<file path="src/ipsr_pkg.sv">
// constants, field positions and carrier types of the interrupt priority and status register block
package ipsr_pkg;

    // ------------------------------------------------------------
    // sizes
    // ------------------------------------------------------------
    localparam int IPSR_NSRC      = 68;     // user vectors 0..67
    localparam int IPSR_NFLAG_REG = 5;
    localparam int IPSR_NPRIO_REG = 17;     // slots 0..16, slot 15 not built
    localparam int IPSR_NEXT      = 5;
    localparam int IPSR_AW        = 8;
    localparam int IPSR_DW        = 16;
    localparam int IPSR_VW        = 7;
    localparam int IPSR_NBITS     = IPSR_NFLAG_REG * IPSR_DW;

    // ------------------------------------------------------------
    // register indices
    // ------------------------------------------------------------
    localparam logic [7:0] IPSR_IDX_CTL1  = 8'h00;
    localparam logic [7:0] IPSR_IDX_CTL2  = 8'h01;
    localparam logic [7:0] IPSR_IDX_FLAG0 = 8'h02;
    localparam logic [7:0] IPSR_IDX_EN0   = 8'h07;
    localparam logic [7:0] IPSR_IDX_PRIO0 = 8'h0c;
    localparam logic [7:0] IPSR_PRIO_GAP  = 8'h0f;  // slot with no register
    localparam logic [7:0] IPSR_IDX_TEST  = 8'h1d;
    localparam logic [7:0] IPSR_IDX_CPUST = 8'h1e;
    localparam logic [7:0] IPSR_IDX_CORE  = 8'h1f;

    // ------------------------------------------------------------
    // field positions
    // ------------------------------------------------------------
    localparam int IPSR_NEST_OFF_BIT  = 15;
    localparam int IPSR_TRAP_LO       = 1;     // traps at bits 4:1
    localparam int IPSR_ALT_TABLE_BIT = 15;
    localparam int IPSR_LVL_LO        = 5;     // status bits 7:5
    localparam int IPSR_LVL_TOP_BIT   = 3;
    localparam int IPSR_TEST_LVL      = 8;     // test reg level at 11:8
    localparam int IPSR_PRIO_STEP     = 4;     // one field per nibble
    localparam logic [4:0][6:0] IPSR_EXT_VEC = {7'd54, 7'd53, 7'd29, 7'd20, 7'd0};

    // ------------------------------------------------------------
    // reset values and fixed levels
    // ------------------------------------------------------------
    localparam logic [2:0] IPSR_RST_LVL  = 3'h0;
    localparam logic [2:0] IPSR_LVL_MAX  = 3'h7;
    localparam logic [IPSR_NBITS-1:0] IPSR_IMPL_MASK = {{(IPSR_NBITS-IPSR_NSRC){1'b0}}, {IPSR_NSRC{1'b1}}};

    // ------------------------------------------------------------
    // carriers
    // ------------------------------------------------------------
    typedef struct packed {
        logic [IPSR_AW-1:0] addr;
        logic [IPSR_DW-1:0] wdata;
        logic               wr;
        logic               rd;
    } ipsr_bus_t;

    typedef struct packed {
        logic               req;
        logic [IPSR_VW-1:0] vector;
        logic [2:0]         level;
    } ipsr_cpu_req_t;

    typedef struct packed {
        logic                           nest_off;
        logic [3:0]                     trap;
        logic                           alt_table;
        logic [IPSR_NEXT-1:0]           ext_pol;
        logic [IPSR_NBITS-1:0]          flags;
        logic [IPSR_NBITS-1:0]          enables;
        logic [IPSR_NSRC-1:0][2:0]      prio;
        logic [2:0]                     lvl_lo;
        logic                           lvl_top;
        logic [IPSR_VW-1:0]             test_vec;
        logic [3:0]                     test_lvl;
        logic [IPSR_DW-1:0]             rdata;
        logic [IPSR_NEXT-1:0]           ext_s1;
        logic [IPSR_NEXT-1:0]           ext_s2;
        logic [IPSR_NEXT-1:0]           ext_prev;
    } ipsr_state_t;

endpackage

</file>
<file path="src/ipsr_regs.sv">
// interrupt controller register set: flags, enables, priorities, cpu level and trap status
//
// Added by the designer: the plain strobed port and the address map.
`timescale 1ns/1ns
module ipsr_regs
    import ipsr_pkg::*;
(
    input  wire logic                          clk,
    input  wire logic                          rst_n,
    input  wire ipsr_pkg::ipsr_bus_t           bus,
    output logic [ipsr_pkg::IPSR_DW-1:0]       bus_rdata,
    input  wire logic [ipsr_pkg::IPSR_NSRC-1:0] src_req,
    input  wire logic [ipsr_pkg::IPSR_NEXT-1:0] ext_irq,
    input  wire logic [3:0]                    trap_event,
    input  wire logic                          trap_ack,
    input  wire logic                          irq_ack,
    input  wire logic                          level_restore,
    input  wire logic [3:0]                    level_restore_val,
    output ipsr_pkg::ipsr_cpu_req_t            cpu_req,
    output logic [3:0]                         cpu_level,
    output logic                               alt_vector_select,
    output logic                               nesting_disable
);
    import ipsr_pkg::*;

    ipsr_state_t s_r;
    ipsr_state_t s_nxt;

    logic                 win_valid;
    logic [IPSR_VW-1:0]   win_vec;
    logic [2:0]           win_lvl;
    logic [IPSR_NSRC-1:0] pend;

    // ------------------------------------------------------------
    // source selection
    // ------------------------------------------------------------
    assign pend = s_r.flags[IPSR_NSRC-1:0] & s_r.enables[IPSR_NSRC-1:0];

    ipsr_arbiter #(
        .N  (IPSR_NSRC),
        .VW (IPSR_VW)
    ) u_arb (
        .pend      (pend),
        .prio      (s_r.prio),
        .win_valid (win_valid),
        .win_vec   (win_vec),
        .win_lvl   (win_lvl)
    );

    // ------------------------------------------------------------
    // cpu side outputs
    // ------------------------------------------------------------
    // a top bit of 1 puts the cpu above every user level, so traps stay unmasked
    assign cpu_level         = {s_r.lvl_top, s_r.lvl_lo};
    assign cpu_req.req       = win_valid && ({1'b0, win_lvl} > cpu_level);
    assign cpu_req.vector    = win_vec;
    assign cpu_req.level     = win_lvl;
    assign alt_vector_select = s_r.alt_table;
    assign nesting_disable   = s_r.nest_off;
    assign bus_rdata         = s_r.rdata;

    // ------------------------------------------------------------
    // next state
    // ------------------------------------------------------------
    always_comb begin
        logic [IPSR_NBITS-1:0] set_v;
        logic [IPSR_NEXT-1:0]  edge_v;
        logic [IPSR_DW-1:0]    rd_v;
        int                    idx;
        int                    src;
        set_v  = '0;
        edge_v = '0;
        rd_v   = '0;
        idx    = 0;
        src    = 0;
        s_nxt  = s_r;

        // pin synchroniser; only the second stage and its history are read
        s_nxt.ext_s1   = ext_irq;
        s_nxt.ext_s2   = s_r.ext_s1;
        s_nxt.ext_prev = s_r.ext_s2;

        // external edges by polarity: 1 falling, 0 rising
        for (int e = 0; e < IPSR_NEXT; e++) begin
            edge_v[e] = s_r.ext_pol[e] ? (s_r.ext_prev[e] & ~s_r.ext_s2[e])
                                       : (~s_r.ext_prev[e] & s_r.ext_s2[e]);
        end

        // hardware request sources, placed by vector number
        set_v[IPSR_NSRC-1:0] = src_req;
        for (int e = 0; e < IPSR_NEXT; e++) begin
            if (edge_v[e]) begin
                set_v[IPSR_EXT_VEC[e]] = 1'b1;
            end
        end

        // software writes
        if (bus.wr) begin
            if (bus.addr == IPSR_IDX_CTL1) begin
                s_nxt.nest_off = bus.wdata[IPSR_NEST_OFF_BIT];
                s_nxt.trap   = bus.wdata[IPSR_TRAP_LO +: 4];
            end else if (bus.addr == IPSR_IDX_CTL2) begin
                s_nxt.alt_table = bus.wdata[IPSR_ALT_TABLE_BIT];
                s_nxt.ext_pol = bus.wdata[IPSR_NEXT-1:0];
            end else if (bus.addr >= IPSR_IDX_FLAG0 && bus.addr < IPSR_IDX_EN0) begin
                idx = int'(bus.addr - IPSR_IDX_FLAG0);
                s_nxt.flags[idx*IPSR_DW +: IPSR_DW] = bus.wdata;
            end else if (bus.addr >= IPSR_IDX_EN0 && bus.addr < IPSR_IDX_PRIO0) begin
                idx = int'(bus.addr - IPSR_IDX_EN0);
                s_nxt.enables[idx*IPSR_DW +: IPSR_DW] = bus.wdata;
            // slot 15 has no register, which leaves 16 priority registers in the controller
            end else if (bus.addr >= IPSR_IDX_PRIO0 && bus.addr != IPSR_IDX_PRIO0 + IPSR_PRIO_GAP
                         && bus.addr < IPSR_IDX_PRIO0 + 8'(IPSR_NPRIO_REG)) begin
                idx = int'(bus.addr - IPSR_IDX_PRIO0);
                for (int j = 0; j < 4; j++) begin
                    src = idx * 4 + j;
                    if (src < IPSR_NSRC) begin
                        s_nxt.prio[src] = bus.wdata[j*IPSR_PRIO_STEP +: 3];
                    end
                end
            end else if (bus.addr == IPSR_IDX_CPUST) begin
                if (!s_r.nest_off) begin
                    s_nxt.lvl_lo = bus.wdata[IPSR_LVL_LO +: 3];
                end
            end else if (bus.addr == IPSR_IDX_CORE) begin
                // clear only: a 1 written here is dropped
                if (!bus.wdata[IPSR_LVL_TOP_BIT]) begin
                    s_nxt.lvl_top = 1'b0;
                end
            end
        end

        // hardware sets win over a clear in the same cycle; unbuilt bits stay 0
        s_nxt.flags   = (s_nxt.flags | set_v) & IPSR_IMPL_MASK;
        s_nxt.enables = s_nxt.enables & IPSR_IMPL_MASK;
        s_nxt.trap    = s_nxt.trap | trap_event;

        // cpu level changes from the core outrank a software write
        if (level_restore) begin
            s_nxt.lvl_lo  = level_restore_val[2:0];
            s_nxt.lvl_top = level_restore_val[3];
        end
        if (trap_ack) begin
            s_nxt.lvl_top = 1'b1;
        end
        if (irq_ack && cpu_req.req) begin
            // no nesting: run the handler at level 7 so nothing else gets in
            s_nxt.lvl_lo   = s_r.nest_off ? IPSR_LVL_MAX : win_lvl;
            s_nxt.test_vec = win_vec;
            s_nxt.test_lvl = {1'b0, win_lvl};
        end

        // read path, data stand one cycle after the strobe
        if (bus.addr == IPSR_IDX_CTL1) begin
            rd_v[IPSR_NEST_OFF_BIT]  = s_r.nest_off;
            rd_v[IPSR_TRAP_LO +: 4]  = s_r.trap;
        end else if (bus.addr == IPSR_IDX_CTL2) begin
            rd_v[IPSR_ALT_TABLE_BIT] = s_r.alt_table;
            rd_v[IPSR_NEXT-1:0]      = s_r.ext_pol;
        end else if (bus.addr >= IPSR_IDX_FLAG0 && bus.addr < IPSR_IDX_EN0) begin
            idx  = int'(bus.addr - IPSR_IDX_FLAG0);
            rd_v = s_r.flags[idx*IPSR_DW +: IPSR_DW];
        end else if (bus.addr >= IPSR_IDX_EN0 && bus.addr < IPSR_IDX_PRIO0) begin
            idx  = int'(bus.addr - IPSR_IDX_EN0);
            rd_v = s_r.enables[idx*IPSR_DW +: IPSR_DW];
        end else if (bus.addr >= IPSR_IDX_PRIO0 && bus.addr != IPSR_IDX_PRIO0 + IPSR_PRIO_GAP
                     && bus.addr < IPSR_IDX_PRIO0 + 8'(IPSR_NPRIO_REG)) begin
            idx = int'(bus.addr - IPSR_IDX_PRIO0);
            for (int j = 0; j < 4; j++) begin
                src = idx * 4 + j;
                if (src < IPSR_NSRC) begin
                    rd_v[j*IPSR_PRIO_STEP +: 3] = s_r.prio[src];
                end
            end
        end else if (bus.addr == IPSR_IDX_TEST) begin
            rd_v[IPSR_VW-1:0]        = s_r.test_vec;
            rd_v[IPSR_TEST_LVL +: 4] = s_r.test_lvl;
        end else if (bus.addr == IPSR_IDX_CPUST) begin
            rd_v[IPSR_LVL_LO +: 3]   = s_r.lvl_lo;
        end else if (bus.addr == IPSR_IDX_CORE) begin
            rd_v[IPSR_LVL_TOP_BIT]   = s_r.lvl_top;
        end
        s_nxt.rdata = bus.rd ? rd_v : '0;
    end

    // ------------------------------------------------------------
    // state register
    // ------------------------------------------------------------
    always_ff @(posedge clk or negedge rst_n) begin
        if (!rst_n) begin
            s_r     <= '0;
            s_r.lvl_lo <= IPSR_RST_LVL;
        end else begin
            s_r <= s_nxt;
        end
    end

endmodule

</file>
<file path="src/ipsr_arbiter.sv">
// picks the pending enabled source of highest priority, lowest vector on a tie
`timescale 1ns/1ns
module ipsr_arbiter #(
    parameter int N  = 68,
    parameter int VW = 7
) (
    input  wire logic [N-1:0]      pend,
    input  wire logic [N-1:0][2:0] prio,
    output logic                   win_valid,
    output logic [VW-1:0]          win_vec,
    output logic [2:0]             win_lvl
);

    logic [N-1:0][2:0] eff;

    // ------------------------------------------------------------
    // per-source gating
    // ------------------------------------------------------------
    // a source that is not pending competes at level 0, which never wins
    for (genvar g = 0; g < N; g++) begin : g_eff
        assign eff[g] = pend[g] ? prio[g] : 3'h0;
    end

    // ------------------------------------------------------------
    // search
    // ------------------------------------------------------------
    // walk downwards with >= so the lowest vector keeps a tie
    always_comb begin
        win_lvl = 3'h0;
        win_vec = '0;
        for (int i = N - 1; i >= 0; i--) begin
            if (eff[i] != 3'h0 && eff[i] >= win_lvl) begin
                win_lvl = eff[i];
                win_vec = VW'(i);
            end
        end
        win_valid = (win_lvl != 3'h0);
    end

endmodule

</file>
<file path="config.mk">
export PLATFORM = sky130hd
export DESIGN_NAME = ipsr_regs
export DESIGN_NICKNAME = d
export VERILOG_FILES = /design/src/ipsr_pkg.sv /design/src/ipsr_regs.sv /design/src/ipsr_arbiter.sv
export SDC_FILE = /design/constraint.sdc
export NUM_CORES = 1
export LEC_CHECK = 0
export BUFFER_PORTS_ARGS = -buffer_cell sky130_fd_sc_hd__buf_2
export CAP_MARGIN = 10
export CORE_AREA = 2 2 358 360
export CTS_BUF_LIST = sky130_fd_sc_hd__clkbuf_2
export DETAILED_ROUTE_END_ITERATION = 10
export DIE_AREA = 0 0 360 362
export PLACE_DENSITY = 0.51
export SLEW_MARGIN = 20
export SYNTH_ARGS = -nofsm -noshare
export SYNTH_HDL_FRONTEND = slang
export SYNTH_SLANG_ARGS = --single-unit
</file>
<file path="constraint.sdc">
create_clock -name clk -period 102.8 [get_ports clk]
set_input_delay 10.28 -clock clk [delete_from_list [all_inputs] [get_ports clk]]
set_output_delay 10.28 -clock clk [all_outputs]
set_load 0.05 [all_outputs]
</file>
# [After elaboration in Yosys (flattened, before gate mapping)]
# Cells that the tools add are included.
[classes] shift=6 addsub=8 magnitude_cmp=87 n_bitwise=27 n_reduce_logical=158 muxes=312 n_eq_ne=18
[op_table] cell="204-bit two-way mux" n=23
[op_table] cell="204-bit bitwise mux" n=4
[op_table] cell="3-bit two-way mux" n=163
[op_table] cell="7-bit two-way mux" n=68
[op_table] cell="378-bit two-way mux" n=1
[op_table] cell="374-bit two-way mux" n=1
[op_table] cell="368-bit two-way mux" n=1
[op_table] cell="288-bit two-way mux" n=1
[op_table] cell="3-bit nonzero test" n=73
[op_table] cell="208-bit two-way mux" n=1
[op_table] cell="3-bit greater-or-equal comparator" n=67
[op_table] cell="80-bit bitwise mux" n=2
[op_table] cell="80-bit two-way mux" n=2
[op_table] cell="16-bit by 33-bit variable shift with 80-bit output, first input constant" n=2
[op_table] cell="16-bit by 33-bit indexed part select with 80-bit output" n=2
[op_table] cell="80-bit by 13-bit indexed part select with 16-bit output" n=2
[op_table] cell="1-bit logical AND" n=78
[op_table] cell="68-bit bitwise AND" n=1
[op_table] cell="68-bit OR" n=1
[op_table] cell="13-bit negation with 33-bit output" n=2
[op_table] cell="3-bit binary-select mux with 7-bit select" n=3
[op_table] cell="3-bit demux with 7-bit select" n=3
[op_table] cell="12-bit by 1-bit greater-or-equal comparator with 1-bit output, second input constant" n=3
[op_table] cell="12-bit by 8-bit < comparator with 1-bit output, second input constant" n=3
[op_table] cell="43 further kinds" n=109
[word_totals] out_inout_bits=33 register_bits=396

# [Logic depth before layout (Yosys ltp)]
[logic_depth] depth_word=211 mapped_depth=555 depth_no_buf=551

# [Cells and area by module]
# A second synthesis with hierarchy kept.
[unflattened] hier_cells=3648 hier_area_um2=33276.9
[by_module_without_submodules] module="ipsr_regs" seq_area_each_um2=9909.5 cells_each=1678 n_inst=1 area_per_inst_um2=20877.5
[by_module_without_submodules] module="ipsr_arbiter" seq_area_each_um2=0.0 cells_each=1970 n_inst=1 area_per_inst_um2=12399.4

# [Worst setup path before layout]
# No wires, ideal clock.
[synth_path] path_kind="flip-flop to output port" from="reg s_r[396] (netlist name)" to="out cpu_req[5] (netlist name)" path_stages_with_launch=515 path_slack_ns=1.868 required_ns=92.520 n_path_buf=2 arrival_time_ns=90.652 cell_sequence="dfrtp_1 > and3_1 > ha_1 > a21oi_1 > o21ai_4 > nor2b_1 > a22o_1 > ha_1 > or2b_1 > o21ai_0 > or2_1 > o32a_4 > buf_6 > nand2_1 > o21ai_0 > ha_1 > nand2b_1 > nand2_1 > [479 not listed] > and2_2 > a31oi_1 > ha_1 > nor2b_1 > o21bai_1 > nand3_1 > nor2_1 > a2111oi_0 > a211o_1 > mux2_2 > a21oi_4 > ha_1 > nand2b_1 > o2111ai_1 > a21boi_0 > a21oi_2 > nand2_1 > a2111oi_0"
[synth_rtl] element="from (decl)" line_no="ipsr_regs.sv:26" rtl="ipsr_state_t s_r;"
[synth_rtl] element="from (signal assigned)" line_no="ipsr_regs.sv:194" rtl="s_r <= s_nxt;"
[synth_rtl] element="to (decl)" line_no="ipsr_regs.sv:19" rtl="output ipsr_pkg::ipsr_cpu_req_t cpu_req,"

==> summary.txt <==
Clock tree
  – Root buffer cell: clkbuf_2
  – Max clock buf depth: 3
  – Skew-Pair Late Insertion Delay: 1360 ps
  – TritonCTS clock tree: built
  – Num CTS Buffers: 105
  – Register clock-pin slew on the reported worst setup and hold paths: 120 ps
  – CTS Sinks: 396
  – # H-tree levels: 3
  – # hold bufs at CTS: 0

Min path
  – Hold Crit Class: register to register
  – Worst Hold Depth: 0

Timing
  – Final setup fails: 0
  – Clock period minus worst slack: 99080 ps
  – Final period utilization: 96.4%
  – Slew Limit Fails: 0
  – Clock skew: 205 ps
  – Worst setup margin: 3720 ps
  – Max-slew headroom: 25.7%
  – FMAX: 10.1 MHz
  – Final Hold Vio Count: 0
  – Setup TNS: 0 ps
  – Final hold slack: 342 ps
  – Worst Max-Slew Pin Slew: 1110 ps

Routing
  – Vias: 32600
  – WL/cell: 25.2 um
  – ANT nets after route: 0
  – First-pass DRT Iterations: 6
  – Iter 0 DRT Violations: 3531
  – Vias/cell: 5.67
  – Drc violations: 0
  – Final WL: 145000 um

Critical path
  – CP Class: register to output pin
  – Crit path depth: 541
  – CP max FO: 5
  – Worst path most repeated cell: ha_1
  – CP bufs+invs: 23
  – CP Capture Type: output pin
  – Critical path required time: 92520 ps
  – Delay-heaviest family, CP: compound AO/OA/AOI/OAI gates
  – Crit path max-delay cell type: dfrtp_2
  – Crit path DAT: 88800 ps
  – Crit path largest cell delay: 490 ps
  – CP startpoint kind: register
  – R2R depth: 546

Floorplanning
  – Die ar.: 130000 um^2
  – Site Rows: 131
  – Die X: 360 um
  – Die Height: 362 um
  – Core ar.: 127000 um^2
  – Initial Util: 24.8%
  – I/O pin count: 145

Layout
  – Commonest non-fill, non-tap cell in the layout: nand2_1
  – Final cell count without fillers: 5748
  – Final #Nets: 4218
  – Layout area overhead: 25.2%
  – Commonest non-fill, non-tap cells in the layout: 451 x nand2_1, 395 x dfrtp_1, 317 x buf_4, 285 x nor2_1, 227 x mux2_2
  – Layout cells sized above 1: 34.8%
  – Fillers: 13300
  – Final core utilization: 31.0%
  – Post-Layout Inst Area: 39300 um^2

Power
  – Cell internal pwr: 0.205 mW
  – Net Sw Power: 0.0977 mW
  – Comb pwr share: 9.9%
  – Clk pwr share: 38.0%
  – Leak: 17.1 nW
  – Sw Ratio: 32.3%
  – Pwr dens: 7.69 nW/um^2
  – Peak VDD IR: 0.00000614 V
  – Total power draw: 0.302 mW
  – Flop pwr share: 52.1%

Global route
  – Grt total ovfl: 0
  – Initial antenna violation count: 20
  – First-pass GRT wire length: 204000 um
  – Vias in the first global route: 29800
  – Tot GR Track Use: 21.0%
  – Pin count of the biggest net entering global routing: 149

Synth
  – Synth Warn #: 0
  – Unique cell type count in the Yosys netlist: 130
  – Sequential area share after synthesis: 31.5%
  – EDFF count, synth: 0
  – Avg Inst Size Synth: 8.71 um^2
  – Main synth FF type: dfrtp_1
  – Synth Instances: 3607
  – Syn_nets: 3819
  – Register bit total from synthesis: 396
  – Area of the mapped netlist: 31400 um^2
  – Ys async rst share: 100%

Status
  – Status: complete, no violations

Placed design
  – Post-Place Cells: 5389
  – Setup WS pre-CTS: -4630 ps
  – Port bufs: 144
  – Final HPWL DP: 108000 um
  – Post-DP Area: 34700 um^2
  – Routability Congestion: 0.959

Job
  – Maxcap violations: 0
==> power by group through the flow <==
stage          sequential (mW)  clock (mW)  combinational [mW]
4_1_cts                  0.158       0.118              0.0291
3_5_place_dp             0.161           0              0.0290
3_3_place_gp             0.161           0              0.0290
2_1_floorplan            0.160           0              0.0143
6_report                 0.158       0.115              0.0299
5_1_grt                  0.158       0.125              0.0317
==> cells by family (layout without fill, tap and decap cells) <==
group           count (synthesis)  count (layout)  synth area share, %
xor+xnor                       19              19                0.530
flops                         396             396                 31.5
other cells                     0               7                    0
simple gates                 1535            1535                 23.9
mux                           342             342                 15.1
fa+ha+maj                     109             109                 4.27
compound gates                947             947                 21.2
buf+inv                       259             731                 3.48
==> cell usage after synthesis (20+ instances only) <==
| cell type | number | area [um^2] |
|---|---|---|
| nand4_1 | 43 | 269 |
| a21o_1 | 26 | 195 |
| o211ai_1 | 43 | 323 |
| nand3_1 | 211 | 1060 |
| nor2_1 | 311 | 1170 |
| nor2b_1 | 60 | 375 |
| nand2b_1 | 61 | 382 |
| and3_1 | 96 | 601 |
| clkbuf_1 | 129 | 484 |
| or3_1 | 24 | 150 |
| ha_1 | 100 | 1250 |
| inv_1 | 83 | 312 |
| a21oi_1 | 190 | 951 |
| or2_2 | 20 | 125 |
| o21ai_0 | 194 | 971 |
| mux2_2 | 234 | 2640 |
| nor4_1 | 24 | 150 |
| nor3_1 | 65 | 325 |
| nand2_1 | 478 | 1790 |
| mux4_2 | 79 | 1780 |
| a211oi_1 | 23 | 173 |
| a31oi_1 | 55 | 344 |
| dfrtp_1 | 396 | 9910 |
| mux2i_1 | 20 | 200 |
| a211o_1 | 77 | 674 |
| buf_4 | 23 | 173 |
| o22ai_1 | 20 | 125 |
| o21a_1 | 43 | 323 |
| and2_1 | 38 | 238 |
==> path summary, 6_finish.rpt <==
check,startpoint,to,slack [ps]
max,register,cpu_req[8],3720
min,s_nxt[8]$_DFF_PN0_,s_nxt[3]$_DFF_PN0_,340
max reg2reg,register,s_r[38]$_DFFE_PN0N_,14440
min reg2reg,s_nxt[8]$_DFF_PN0_,s_nxt[3]$_DFF_PN0_,340
max in group asynchronous,rst_n,async pin,91610
min in group asynchronous,rst_n,s_r[31]$_DFFE_PN0N_,8990
==> per-layer routing <==
layer | vias up | wire length [um] | part of all wire (%) | global-route usage, %
li1 | 14400 | - | - | -
met1 | 16300 | 60900 | 42 | 28.7
met2 | 1470 | 64700 | 45 | 32.6
met3 | 318 | 12300 | 8.5 | 3.63
met4 | 14 | 6620 | 4.6 | 8.51
met5 | - | 80 | 0.055 | 0
==> timing repair <==
item | CTS | global route
endpoints found under the setup margin | 10 | 10
setup buffers | 56 | 116
pin swaps | 49 | 337
resized for setup | 143 | 385
==> cell type report <==
class | count | area (um^2) | area share [%]
antenna | 7 | 17.5 | 0.0445
clock buffer | 148 | 741 | 1.88
clock inverter | 32 | 180 | 0.458
inverter | 84 | 315 | 0.802
multi-input combinational | 2952 | 22900 | 58.1
sequential | 396 | 9910 | 25.2
tap | 1662 | 2080 | 5.29
timing repair buffer | 467 | 3240 | 8.24
No activity file was read; power rests on OpenSTA's default activity.
